--- config.mk ---
export PLATFORM = sky130hd
export DESIGN_NAME = ssc_sample_clock_selector
export DESIGN_NICKNAME = d
export VERILOG_FILES = /design/src/ssc_pkg.sv /design/src/ssc_clock_fanout.sv /design/src/ssc_sample_clock_selector.sv
export SDC_FILE = /design/constraint.sdc
export NUM_CORES = 1
export LEC_CHECK = 0
export ABC_AREA = 0
export BUFFER_PORTS_ARGS = -buffer_cell sky130_fd_sc_hd__buf_4
export CORE_MARGIN = 8
export CORE_UTILIZATION = 30
export CTS_CLUSTER_SIZE = 14
export DETAILED_ROUTE_END_ITERATION = 7
export SLEW_MARGIN = 20
export SYNTH_ARGS = -nofsm -noshare
export SYNTH_HDL_FRONTEND = slang
export SYNTH_SLANG_ARGS = --single-unit
--- constraint.sdc ---
create_clock -name aclk -period 2.1 [get_ports aclk]
set_clock_uncertainty 0.1 [all_clocks]
set_input_delay 0.315 -clock aclk [delete_from_list [all_inputs] [get_ports aclk]]
set_output_delay 0.315 -clock aclk [all_outputs]
set_load 0.1 [all_outputs]
--- src/ssc_pkg.sv ---
// package of constants and types for the sample clock selector
package ssc_pkg;
   localparam int SSC_DATA_W = 8;
   localparam int SSC_AXI_AW = 4;
   localparam int SSC_AXI_DW = 32;
   localparam int SSC_NUM_CLK = 4;
   // register byte offsets
   localparam logic [3:0] SSC_OFF_SEL_FIRST = 4'h0;
   localparam logic [3:0] SSC_OFF_SEL_SECOND = 4'h4;
   localparam logic [3:0] SSC_OFF_SEL_THIRD = 4'h8;
   localparam logic [3:0] SSC_OFF_STATUS = 4'hC;
   // selection register fields
   localparam int SSC_GATE_BIT = 6;
   localparam int SSC_STEP_BIT = 7;
   localparam logic [7:0] SSC_SEL_RESET = 8'h00;
   // status register fields
   localparam int SSC_STAT_SEL_LSB = 0;
   localparam int SSC_STAT_CONFLICT_BIT = 4;
   localparam int SSC_STAT_NONE_BIT = 5;
   // axi responses
   localparam logic [1:0] SSC_RESP_OKAY = 2'h0;
   localparam logic [1:0] SSC_RESP_SLVERR = 2'h2;
   // register index decode
   typedef enum {SSC_REG_FIRST, SSC_REG_SECOND, SSC_REG_THIRD, SSC_REG_STATUS, SSC_REG_NONE} ssc_reg_t;
   // one-hot gate selection, bit order a, b, c, step from lsb
   typedef struct packed {
      logic step;
      logic c;
      logic b;
      logic a;
   } ssc_select_t;
endpackage

--- src/ssc_clock_fanout.sv ---
// and-or clock gate and two-copy fan-out
`timescale 1ns/100ps
module ssc_clock_fanout (
   input wire logic [ssc_pkg::SSC_NUM_CLK-1:0] cand_clk,
   input wire ssc_pkg::ssc_select_t gate_sel,
   output logic copy_two,
   output logic copy_three
);
   import ssc_pkg::*;
   wire logic [SSC_NUM_CLK-1:0] sel_vec;
   wire logic [SSC_NUM_CLK-1:0] gated;
   wire logic master_clk;
   assign sel_vec = gate_sel;
   assign gated = cand_clk & sel_vec; // RULE_03
   assign master_clk = |gated; // RULE_03
   assign copy_two = master_clk; // RULE_06
   assign copy_three = master_clk; // RULE_06
endmodule // ssc_clock_fanout

--- src/ssc_sample_clock_selector.sv ---
// sample clock selector top: strobe-loaded selection registers, axi4-lite view, clock gating
// Function
// [RULE_01] A toggle on the first, second or third strobe loads the 8-bit data bus into that selection register.
// [RULE_02] Once a selection exists exactly one of the four gate bits is high and the others stay low.
// [RULE_03] Each candidate clock is ANDed with its gate bit and the results are ORed into one master clock.
// [RULE_04] The single-step gate bit is high only when the single-step source is the one chosen.
// [RULE_05] The controller picks the single-step source only for diagnostics and programming.
// [RULE_06] The master clock leaves as two identical copies, copy two and copy three.
// [RULE_07] No first copy of the master clock is driven or used.
// [RULE_08] The controller changes the selection only while acquisition is stopped.
//
// The register offsets and register access over AXI4-Lite are this design's own decisions.
`timescale 1ns/100ps
module ssc_sample_clock_selector (
   input wire logic aclk,
   input wire logic aresetn,
   input wire logic [ssc_pkg::SSC_DATA_W-1:0] host_data,
   input wire logic select_reg_strobe_first,
   input wire logic select_reg_strobe_second,
   input wire logic select_reg_strobe_third,
   input wire logic [ssc_pkg::SSC_NUM_CLK-1:0] cand_clk,
   output ssc_pkg::ssc_select_t gate_select,
   output logic primary_sample_clock_copy_two,
   output logic primary_sample_clock_copy_three,
   input wire logic [ssc_pkg::SSC_AXI_AW-1:0] s_axi_awaddr,
   input wire logic s_axi_awvalid,
   output logic s_axi_awready,
   input wire logic [ssc_pkg::SSC_AXI_DW-1:0] s_axi_wdata,
   input wire logic [3:0] s_axi_wstrb,
   input wire logic s_axi_wvalid,
   output logic s_axi_wready,
   output logic [1:0] s_axi_bresp,
   output logic s_axi_bvalid,
   input wire logic s_axi_bready,
   input wire logic [ssc_pkg::SSC_AXI_AW-1:0] s_axi_araddr,
   input wire logic s_axi_arvalid,
   output logic s_axi_arready,
   output logic [ssc_pkg::SSC_AXI_DW-1:0] s_axi_rdata,
   output logic [1:0] s_axi_rresp,
   output logic s_axi_rvalid,
   input wire logic s_axi_rready
);
   import ssc_pkg::*;

   function automatic ssc_reg_t decode_reg(input logic [SSC_AXI_AW-1:0] addr);
      case (addr)
         SSC_OFF_SEL_FIRST: decode_reg = SSC_REG_FIRST;
         SSC_OFF_SEL_SECOND: decode_reg = SSC_REG_SECOND;
         SSC_OFF_SEL_THIRD: decode_reg = SSC_REG_THIRD;
         SSC_OFF_STATUS: decode_reg = SSC_REG_STATUS;
         default: decode_reg = SSC_REG_NONE;
      endcase
   endfunction

   // strobe toggle detection
   logic [2:0] strobe_prev_reg;
   logic armed_reg;
   wire logic [2:0] strobe_now;
   wire logic [2:0] strobe_load;
   assign strobe_now = {select_reg_strobe_third, select_reg_strobe_second, select_reg_strobe_first};
   assign strobe_load = armed_reg ? (strobe_now ^ strobe_prev_reg) : 3'h0; // RULE_01

   always_ff @(posedge aclk) begin
      if (!aresetn) begin
         strobe_prev_reg <= 3'h0;
         armed_reg <= 1'b0;
      end else begin
         strobe_prev_reg <= strobe_now;
         armed_reg <= 1'b1;
      end
   end

   // axi write channel holding
   logic aw_hold_reg;
   logic [SSC_AXI_AW-1:0] aw_addr_reg;
   logic w_hold_reg;
   logic [SSC_DATA_W-1:0] w_data_reg;
   logic w_lane0_reg;
   logic bvalid_reg;
   logic [1:0] bresp_reg;
   wire logic do_write;
   ssc_reg_t wr_reg;
   wire logic wr_en;
   assign do_write = aw_hold_reg & w_hold_reg & ~bvalid_reg;
   assign wr_reg = decode_reg(aw_addr_reg);
   assign wr_en = do_write & w_lane0_reg;
   assign s_axi_awready = ~aw_hold_reg;
   assign s_axi_wready = ~w_hold_reg;
   assign s_axi_bvalid = bvalid_reg;
   assign s_axi_bresp = bresp_reg;

   always_ff @(posedge aclk) begin
      if (!aresetn) begin
         aw_hold_reg <= 1'b0;
         aw_addr_reg <= '0;
      end else if (s_axi_awvalid && !aw_hold_reg) begin
         aw_hold_reg <= 1'b1;
         aw_addr_reg <= s_axi_awaddr;
      end else if (do_write) begin
         aw_hold_reg <= 1'b0;
      end
   end

   always_ff @(posedge aclk) begin
      if (!aresetn) begin
         w_hold_reg <= 1'b0;
         w_data_reg <= '0;
         w_lane0_reg <= 1'b0;
      end else if (s_axi_wvalid && !w_hold_reg) begin
         w_hold_reg <= 1'b1;
         w_data_reg <= s_axi_wdata[SSC_DATA_W-1:0];
         w_lane0_reg <= s_axi_wstrb[0];
      end else if (do_write) begin
         w_hold_reg <= 1'b0;
      end
   end

   always_ff @(posedge aclk) begin
      if (!aresetn) begin
         bvalid_reg <= 1'b0;
         bresp_reg <= SSC_RESP_OKAY;
      end else if (do_write) begin
         bvalid_reg <= 1'b1;
         bresp_reg <= (wr_reg == SSC_REG_NONE) ? SSC_RESP_SLVERR : SSC_RESP_OKAY;
      end else if (s_axi_bready) begin
         bvalid_reg <= 1'b0;
      end
   end

   // selection registers: strobe load wins over a software write in the same cycle
   logic [SSC_DATA_W-1:0] sel_reg [3];
   logic [SSC_DATA_W-1:0] sel_next [3];
   genvar gi;
   generate
      for (gi = 0; gi < 3; gi++) begin : g_sel
         assign sel_next[gi] = strobe_load[gi] ? host_data : // RULE_01
            ((wr_en && wr_reg == ssc_reg_t'(gi)) ? w_data_reg : sel_reg[gi]);
         always_ff @(posedge aclk) begin
            if (!aresetn) begin
               sel_reg[gi] <= SSC_SEL_RESET;
            end else begin
               sel_reg[gi] <= sel_next[gi];
            end
         end
      end
   endgenerate

   // gate bit decode and one-hot enforcement
   wire ssc_select_t raw_sel;
   wire ssc_select_t onehot_sel;
   wire logic conflict;
   assign raw_sel.a = sel_reg[0][SSC_GATE_BIT];
   assign raw_sel.b = sel_reg[1][SSC_GATE_BIT];
   assign raw_sel.c = sel_reg[2][SSC_GATE_BIT];
   assign raw_sel.step = sel_reg[0][SSC_STEP_BIT];
   assign onehot_sel.a = raw_sel.a; // RULE_02
   assign onehot_sel.b = raw_sel.b & ~raw_sel.a; // RULE_02
   assign onehot_sel.c = raw_sel.c & ~raw_sel.a & ~raw_sel.b; // RULE_02
   assign onehot_sel.step = raw_sel.step & ~raw_sel.a & ~raw_sel.b & ~raw_sel.c; // RULE_04
   assign conflict = ~$onehot0(raw_sel);

   ssc_select_t gate_sel_reg;
   logic conflict_reg;
   wire logic conflict_clear;
   assign conflict_clear = wr_en && wr_reg == SSC_REG_STATUS && w_data_reg[SSC_STAT_CONFLICT_BIT];

   always_ff @(posedge aclk) begin
      if (!aresetn) begin
         gate_sel_reg <= '0;
         conflict_reg <= 1'b0;
      end else begin
         gate_sel_reg <= onehot_sel; // RULE_02
         conflict_reg <= conflict | (conflict_reg & ~conflict_clear);
      end
   end
   assign gate_select = gate_sel_reg;

   // only copies two and three exist; no first copy is produced
   ssc_clock_fanout u_fanout (
      .cand_clk(cand_clk),
      .gate_sel(gate_sel_reg),
      .copy_two(primary_sample_clock_copy_two), // RULE_07
      .copy_three(primary_sample_clock_copy_three)
   );

   // axi read channel
   logic rvalid_reg;
   logic [SSC_AXI_DW-1:0] rdata_reg;
   logic [1:0] rresp_reg;
   ssc_reg_t rd_reg;
   wire logic [SSC_AXI_DW-1:0] status_word;
   wire logic [SSC_AXI_DW-1:0] rd_word;
   assign rd_reg = decode_reg(s_axi_araddr);
   assign status_word = {26'h0000000, ~(|gate_sel_reg), conflict_reg, gate_sel_reg};
   assign rd_word = (rd_reg == SSC_REG_FIRST) ? {24'h000000, sel_reg[0]} :
      (rd_reg == SSC_REG_SECOND) ? {24'h000000, sel_reg[1]} :
      (rd_reg == SSC_REG_THIRD) ? {24'h000000, sel_reg[2]} :
      (rd_reg == SSC_REG_STATUS) ? status_word : 32'h00000000;
   assign s_axi_arready = ~rvalid_reg;
   assign s_axi_rvalid = rvalid_reg;
   assign s_axi_rdata = rdata_reg;
   assign s_axi_rresp = rresp_reg;

   always_ff @(posedge aclk) begin
      if (!aresetn) begin
         rvalid_reg <= 1'b0;
         rdata_reg <= '0;
         rresp_reg <= SSC_RESP_OKAY;
      end else if (s_axi_arvalid && !rvalid_reg) begin
         rvalid_reg <= 1'b1;
         rdata_reg <= rd_word;
         rresp_reg <= (rd_reg == SSC_REG_NONE) ? SSC_RESP_SLVERR : SSC_RESP_OKAY;
      end else if (s_axi_rready) begin
         rvalid_reg <= 1'b0;
      end
   end

   // checks
   property p_strobe_load; // RULE_01
      @(posedge aclk) disable iff (!aresetn)
      (armed_reg && (select_reg_strobe_first != strobe_prev_reg[0])) |=> (sel_reg[0] == $past(host_data));
   endproperty
   a_strobe_load: assert property (p_strobe_load) else $error("first selection register missed strobe load"); // RULE_01

   property p_onehot; // RULE_02
      @(posedge aclk) disable iff (!aresetn)
      (|raw_sel) |=> $onehot(gate_sel_reg);
   endproperty
   a_onehot: assert property (p_onehot) else $error("gate select not one-hot after a selection"); // RULE_02

   property p_and_or; // RULE_03
      @(posedge aclk) disable iff (!aresetn)
      primary_sample_clock_copy_two == (|(cand_clk & gate_sel_reg));
   endproperty
   a_and_or: assert property (p_and_or) else $error("master clock differs from gated candidates"); // RULE_03

   property p_step_only; // RULE_04
      @(posedge aclk) disable iff (!aresetn)
      ##1 (gate_sel_reg.step == ($past(raw_sel) == 4'h8));
   endproperty
   a_step_only: assert property (p_step_only) else $error("single-step gate bit wrongly set or cleared"); // RULE_04

   property p_copies; // RULE_06
      @(posedge aclk) disable iff (!aresetn)
      primary_sample_clock_copy_two == primary_sample_clock_copy_three;
   endproperty
   a_copies: assert property (p_copies) else $error("clock copies differ"); // RULE_06

   property p_quiet; // RULE_07
      @(posedge aclk) disable iff (!aresetn)
      (raw_sel == 4'h0) |=> !primary_sample_clock_copy_two && !primary_sample_clock_copy_three;
   endproperty
   a_quiet: assert property (p_quiet) else $error("clock copy active with no selection"); // RULE_07
endmodule // ssc_sample_clock_selector

==> key figures, run 1 <==
Final layout
  • Syn-to-layout area delta: 21.8%
  • Most frequent cells in the layout: buf_4 (62), dfxtp_1 (56), a21oi_1 (39)
  • # diodes: 0
  • Post-layout util: 0.369
  • Area of the multi-input gates: 1480 um^2
  • Largest register FFs: 24
  • Nets: 444
  • Reg area: 1210 um^2
  • Layout cell share with drive strength beyond 1: 0.246
  • Commonest non-fill, non-tap cell in the layout: buf_4
  • Filler cells: 986

Logic synthesis
  • Post-synthesis register bit count: 60
  • EDFF count, synth: 0
  • Seq/Total Area, Yosys: 0.413
  • Synth cell types: 41
  • Synthesis Warnings: 0
  • Cells after Synth: 322
  • Avg Inst Size Synth: 9.02 um^2
  • Synth Flop Type: dfxtp_1
  • FFs w/ async S/R, synth: 0
  • Synthesized cell area: 2910 um^2

Timing
  • Finish-stage setup viols: 0
  • Pins over their slew limit: 0
  • Worst slew margin: 0.468
  • Fin crit share: 0.867
  • Fin crit period: 1.82 ns
  • Final TNS setup: 0 ns
  • Max Freq: 0.549 GHz
  • Fin. Hold Viols: 0
  • Final worst slack: 0.279 ns
  • Worst-Margin Slew: 0.798 ns
  • RSZ-0062 raised after global routing: false

Detailed routing
  • DR pass1 iterations: 4
  • Vias: 2325
  • Final wirelength: 7390 um
  • Vias per cell: 4.51
  • Post-DR wirelength/cell: 14.4 um
  • Antenna Violating Nets Remaining: 0
  • DRC violations left: 0
  • Drt initial violations: 172

Die
  • Total core area: 9590 um^2
  • Initial Util: 0.303
  • Die area: 13100 um^2
  • Die height: 114 um
  • Die W: 114 um
  • Standard-cell rows: 36
  • Ports: 113

Critical path
  • Number of cells on the critical path: 4
  • R2r startpoint: w_lane0_reg$_SDFFE_PN0P_
  • Setup crit start kind: flop
  • Crit path largest cell delay: 0.56 ns
  • Critical path startpoint: w_lane0_reg$_SDFFE_PN0P_
  • Crit path max-delay cell type: or4bb_1
  • Critical path's top delay family: compound AO/OA/AOI/OAI gates
  • Crit path required time: 2.27 ns
  • Arr. time, crit path: 1.99 ns
  • R2R depth: 4
  • WP buf/inv: 0
  • Critical path cell sequence: or4bb_1, o2bb2ai_4, o21ai_0, a21oi_1
  • Critical Path End Type: flop
  • Max FO, Critical Path: 16
  • Crit Path Class: reg2reg

Clocking
  • Post-CTS Resized: 0
  • Max clock buf depth: 2
  • TritonCTS clock tree: done
  • # H-tree levels: 3
  • Clock sinks: 60
  • Cts bufs inserted: 9
  • Clock latency on the worst-skew pair: 0.34 ns
  • Postcts setup bufs: 0
  • CTS root buf: clkbuf_8
  • Worst-path clk slew: 0.07 ns
  • CTS Hold Bufs: 0

Min path
  • Hold Crit Depth: 2
  • Worst hold path type: in2reg
  • Hold_sp: select_reg_strobe_second

Pwr
  • Pint: 1.93 mW
  • Net switching power: 1.08 mW
  • Clk pwr share: 0.321
  • Sw Share: 0.358
  • Max VDD drop: 403 uV
  • PwrDens: 851 nW/um^2
  • Seq pwr share: 0.427
  • Comb pwr share: 0.252
  • Leak pwr: 1.53 nW
  • Total power: 3.01 mW

Place
  • Placement Setup Slack: 0.322 ns
  • DP HPWL: 5610 um
  • PortBufs: 59
  • Final GP Congestion: 0.748

GRT
  • Initial antenna violation count: 0
  • GR Util met1: 0.156
  • Overall Global Routing Usage: 0.118
  • Met3 GRT Util: 0.0422
  • First-pass GRT wire length: 12200 um
  • Grt ovf: 0
  • Largest net degree at the start of global routing: 35
  • Vias in the first global route: 2369
  • Most Used Layer, Global Route: met2
  • Met2 usage: 0.172

Run status
  • Status: finished, final reports clean

Job
  • Max Cap Viol: 0
[power by group through the flow]
stage	registers [mW]	logic, mW	clock network, mW
after global routing	1.30	0.809	1.04
after CTS	1.29	0.760	0.993
final	1.29	0.759	0.965
after floorplan	1.39	0.556	0
after global placement	1.31	0.751	0
after detailed placement	1.31	0.757	0
[per-stage QoR]
step                cells  cell area, um^2  hold WS (ns)
floorplan             347             3010         0.243
global placement      499             3350         0.350
detailed placement    499             3350         0.349
CTS                   515             3540        0.0734
global route          515             3540        0.0795
finish                515             3540        0.0873
[path summary, 6_finish.rpt]
kind / to / slack, ns
max: sel_reg[0][1]$_SDFFE_PN0P_ / 0.28
min: strobe_prev_reg[1]$_SDFF_PN0_ / 0.09
max reg2reg: sel_reg[0][1]$_SDFFE_PN0P_ / 0.28
min reg2reg: s_axi_rdata[0]$_SDFFE_PN0P_ / 0.36
[layout make-up]
class,instances,area share
clock inverter,4,0.00636
sequential,60,0.341
tap,133,0.0470
inverter,10,0.0106
timing repair buffer,62,0.131
clock buffer,12,0.0467
multi-input combinational,234,0.417
[Yosys cell counts, drive strengths merged, types with 6 or more instances]
master   instances  area (um^2)
dfxtp           60         1200
a21oi           41          213
buf             34          253
mux2i           33          330
nand2           33          124
o21ai           22          118
nor2            17         71.3
nand2b          12         75.1
inv             10         37.5
clkbuf           9         33.8
o31ai            8         60.1
o2111ai          6         52.6
[logic make-up after synthesis]
logic type / Yosys count / synth area share
adder cells (fa/ha/maj): 1 / 0.00689
AO/OA/AOI/OAI: 86 / 0.190
multiplexers: 33 / 0.114
AND/OR/NAND/NOR: 85 / 0.154
other: 1 / 0.00129
flip-flops: 60 / 0.413
XOR/XNOR: 3 / 0.00905
buffers and inverters: 53 / 0.112
[routing by layer]
metal | part of all wire | vias to the layer above
met1 | 0.49 | 1048
met4 | 0.0099 | 0
met3 | 0.076 | 10
met5 | 0 | -
met2 | 0.42 | 79
li1 | - | 1188
Power figures use the tool's default switching activity.
==> run 2, diff against run 1 <==
==> constraint.sdc (replaced) <==
create_clock -name aclk -period 1.81 [get_ports aclk]
set_clock_uncertainty 0.1 [all_clocks]
set_input_delay 0.2715 -clock aclk [delete_from_list [all_inputs] [get_ports aclk]]
set_output_delay 0.2715 -clock aclk [all_outputs]
set_load 0.1 [all_outputs]
==> run 2 against run 1 <==
  * Register-to-register slack got worse by 0.19 ns
  * Final cell count increased by 3.3%
  * Design area increased by 5.2%
  * Combinational power increased by 23%
  * Via count increased by 4.7%
  * Maximum frequency increased by 6.0%
  * Critical endpoint is now sel_reg[2][0]$_SDFFE_PN0P_
==> key figures, run 2 (synthesis results as in run 1) <==
Clocking
  • Clock sinks: 60 (unchanged)
  • Clock latency on the worst-skew pair: 0.34 ns (about the same)
  • Cts bufs inserted: 9 (unchanged)
  • Post-CTS Resized: 0 (unchanged)
  • CTS root buf: clkbuf_8
  • # H-tree levels: 3 (unchanged)
  • TritonCTS clock tree: done
  • Worst-path clk slew: 0.07 ns (about the same)
  • Max clock buf depth: 2 (unchanged)

GRT
  • Largest net degree at the start of global routing: 30 (-14%)
  • First-pass GRT wire length: 12000 um (-1.1%)
  • Initial antenna violation count: 0 (unchanged)
  • Grt ovf: 0 (unchanged)
  • Overall Global Routing Usage: 0.118 (-0.000379)
  • Vias in the first global route: 2377 (+0.34%)

Final layout
  • Filler cells: 981 (-0.51%)
  • Nets: 461 (+3.8%)
  • Layout cell share with drive strength beyond 1: 0.278 (+0.0321)
  • Area of the multi-input gates: 1480 um^2 (unchanged)
  • Most frequent cells in the layout: buf_4 (76), dfxtp_1 (54), a21oi_1 (39)
  • Commonest non-fill, non-tap cell in the layout: buf_4
  • Syn-to-layout area delta: 28.2%
  • # diodes: 0 (unchanged)
  • Largest register FFs: 24 (unchanged)
  • Reg area: 1210 um^2 (+0.41%)

Timing
  • Fin crit period: 1.72 ns (-0.103 ns)
  • Fin crit share: 0.949 (+0.0819)
  • Fin. Hold Viols: 0 (unchanged)
  • Finish-stage setup viols: 0 (unchanged)
  • RSZ-0062 raised after global routing: false
  • Pins over their slew limit: 0 (unchanged)
  • Final TNS setup: 0 ns (unchanged)
  • Max Freq: 0.582 GHz (+6.0%)

Die
  • Die height: 114 um (unchanged)
  • Die area: 13100 um^2 (unchanged)
  • Total core area: 9590 um^2 (unchanged)
  • Initial Util: 0.303 (unchanged)
  • Die W: 114 um (unchanged)
  • Ports: 113 (unchanged)
  • Standard-cell rows: 36 (unchanged)

Critical path
  • Max FO, Critical Path: 5 (-11)
  • Crit Path Class: reg2reg
  • Critical Path End Type: flop
  • Arr. time, crit path: 1.89 ns (-0.10 ns)
  • Crit path required time: 1.98 ns (-0.29 ns)
  • Setup crit start kind: flop

Min path
  • Worst hold path type: in2reg

Pwr
  • Max VDD drop: 487 uV (+21%)
  • PwrDens: 992 nW/um^2 (+17%)
  • Leak pwr: 1.63 nW (+6.9%)
  • Total power: 3.70 mW (+23%)

Detailed routing
  • Final wirelength: 7650 um (+3.5%)
  • Vias per cell: 4.58 (+1.3%)
  • DR pass1 iterations: 4 (unchanged)
  • Vias: 2434 (+4.7%)
  • Post-DR wirelength/cell: 14.4 um (+0.17%)
  • Drt initial violations: 95 (-45%)
  • Antenna Violating Nets Remaining: 0 (unchanged)
  • DRC violations left: 0 (unchanged)

Run status
  • Status: finished, final reports clean

Place
  • DP HPWL: 5830 um (+3.9%)
  • Final GP Congestion: 0.780 (+4.3%)
  • PortBufs: 59 (unchanged)

Job
  • Max Cap Viol: 0 (unchanged)
## run 2: metal layers
| metal | vias to the layer above | track usage | part of all wire |
|---|---|---|---|
| li1 | 1213 | - | - |
| met1 | 1112 | 0.142 | 0.45 |
| met2 | 98 | 0.184 | 0.45 |
| met3 | 11 | 0.0527 | 0.087 |
| met4 | 0 | 0.0328 | 0.010 |
| met5 | - | 0 | 0 |
## run 2: worst paths after layout
check,startpoint,endpoint,slack [ns],depth (start not counted)
setup / recovery,aw_addr_reg[0]$_SDFFE_PN0P_,sel_reg[2][0]$_SDFFE_PN0P_,0.09,5
hold / removal,s_axi_awvalid,aw_hold_reg$_SDFFE_PN0P_,0.05,3
hold reg to reg,s_axi_rdata[1]$_SDFFE_PN0P_,s_axi_rdata[1]$_SDFFE_PN0P_,0.35,2
setup reg to reg,aw_addr_reg[0]$_SDFFE_PN0P_,sel_reg[2][0]$_SDFFE_PN0P_,0.09,5
## run 2: repair_timing
action	CTS	global route
endpoints found under the setup margin	0	7
endpoints found under the hold margin	1	0
hold buffers	1	0
setup buffers	0	4
## run 2: worst max-delay path, stage by stage, from the launching register on
cell,delay [ns]
dfxtp_1,0.33
or4b_4,0.60
o2bb2ai_4,0.26
buf_4,0.16
o21ai_0,0.07
a21oi_1,0.13
## run 2: power breakdown
group	switching (mW)	leakage, nW	total [mW]	internal [mW]
combinational	0.667	1.03	0.933	0.267
clock	0.523	0.111	1.27	0.750
sequential	0.0758	0.496	1.49	1.41
total	1.27	1.63	3.70	2.43
## run 2: area by class of cell
type                            count  area share
Inverter                           10      0.0101
Clock buffer                       12      0.0447
Clock inverter                      4      0.0121
Timing Repair Buffer               79       0.167
Sequential cell                    60       0.325
Multi-Input combinational cell    234       0.397
Tap cell                          133      0.0447
## run 2: metrics by stage
| stage | cells | worst slack, ns | area [um^2] | util | hold slack [ns] |
|---|---|---|---|---|---|
| 2_1_floorplan | 347 | -0.227 | 3010 | - | 0.199 |
| 3_3_place_gp | 511 | 0.138 | 3460 | 0.361 | 0.346 |
| 3_5_place_dp | 511 | 0.101 | 3460 | 0.361 | 0.347 |
| 4_1_cts | 528 | 0.0750 | 3680 | 0.384 | 0.0343 |
| 5_1_grt | 532 | 0.00564 | 3720 | 0.388 | 0.0320 |
| 6_report | 532 | 0.0923 | 3720 | 0.388 | 0.0451 |
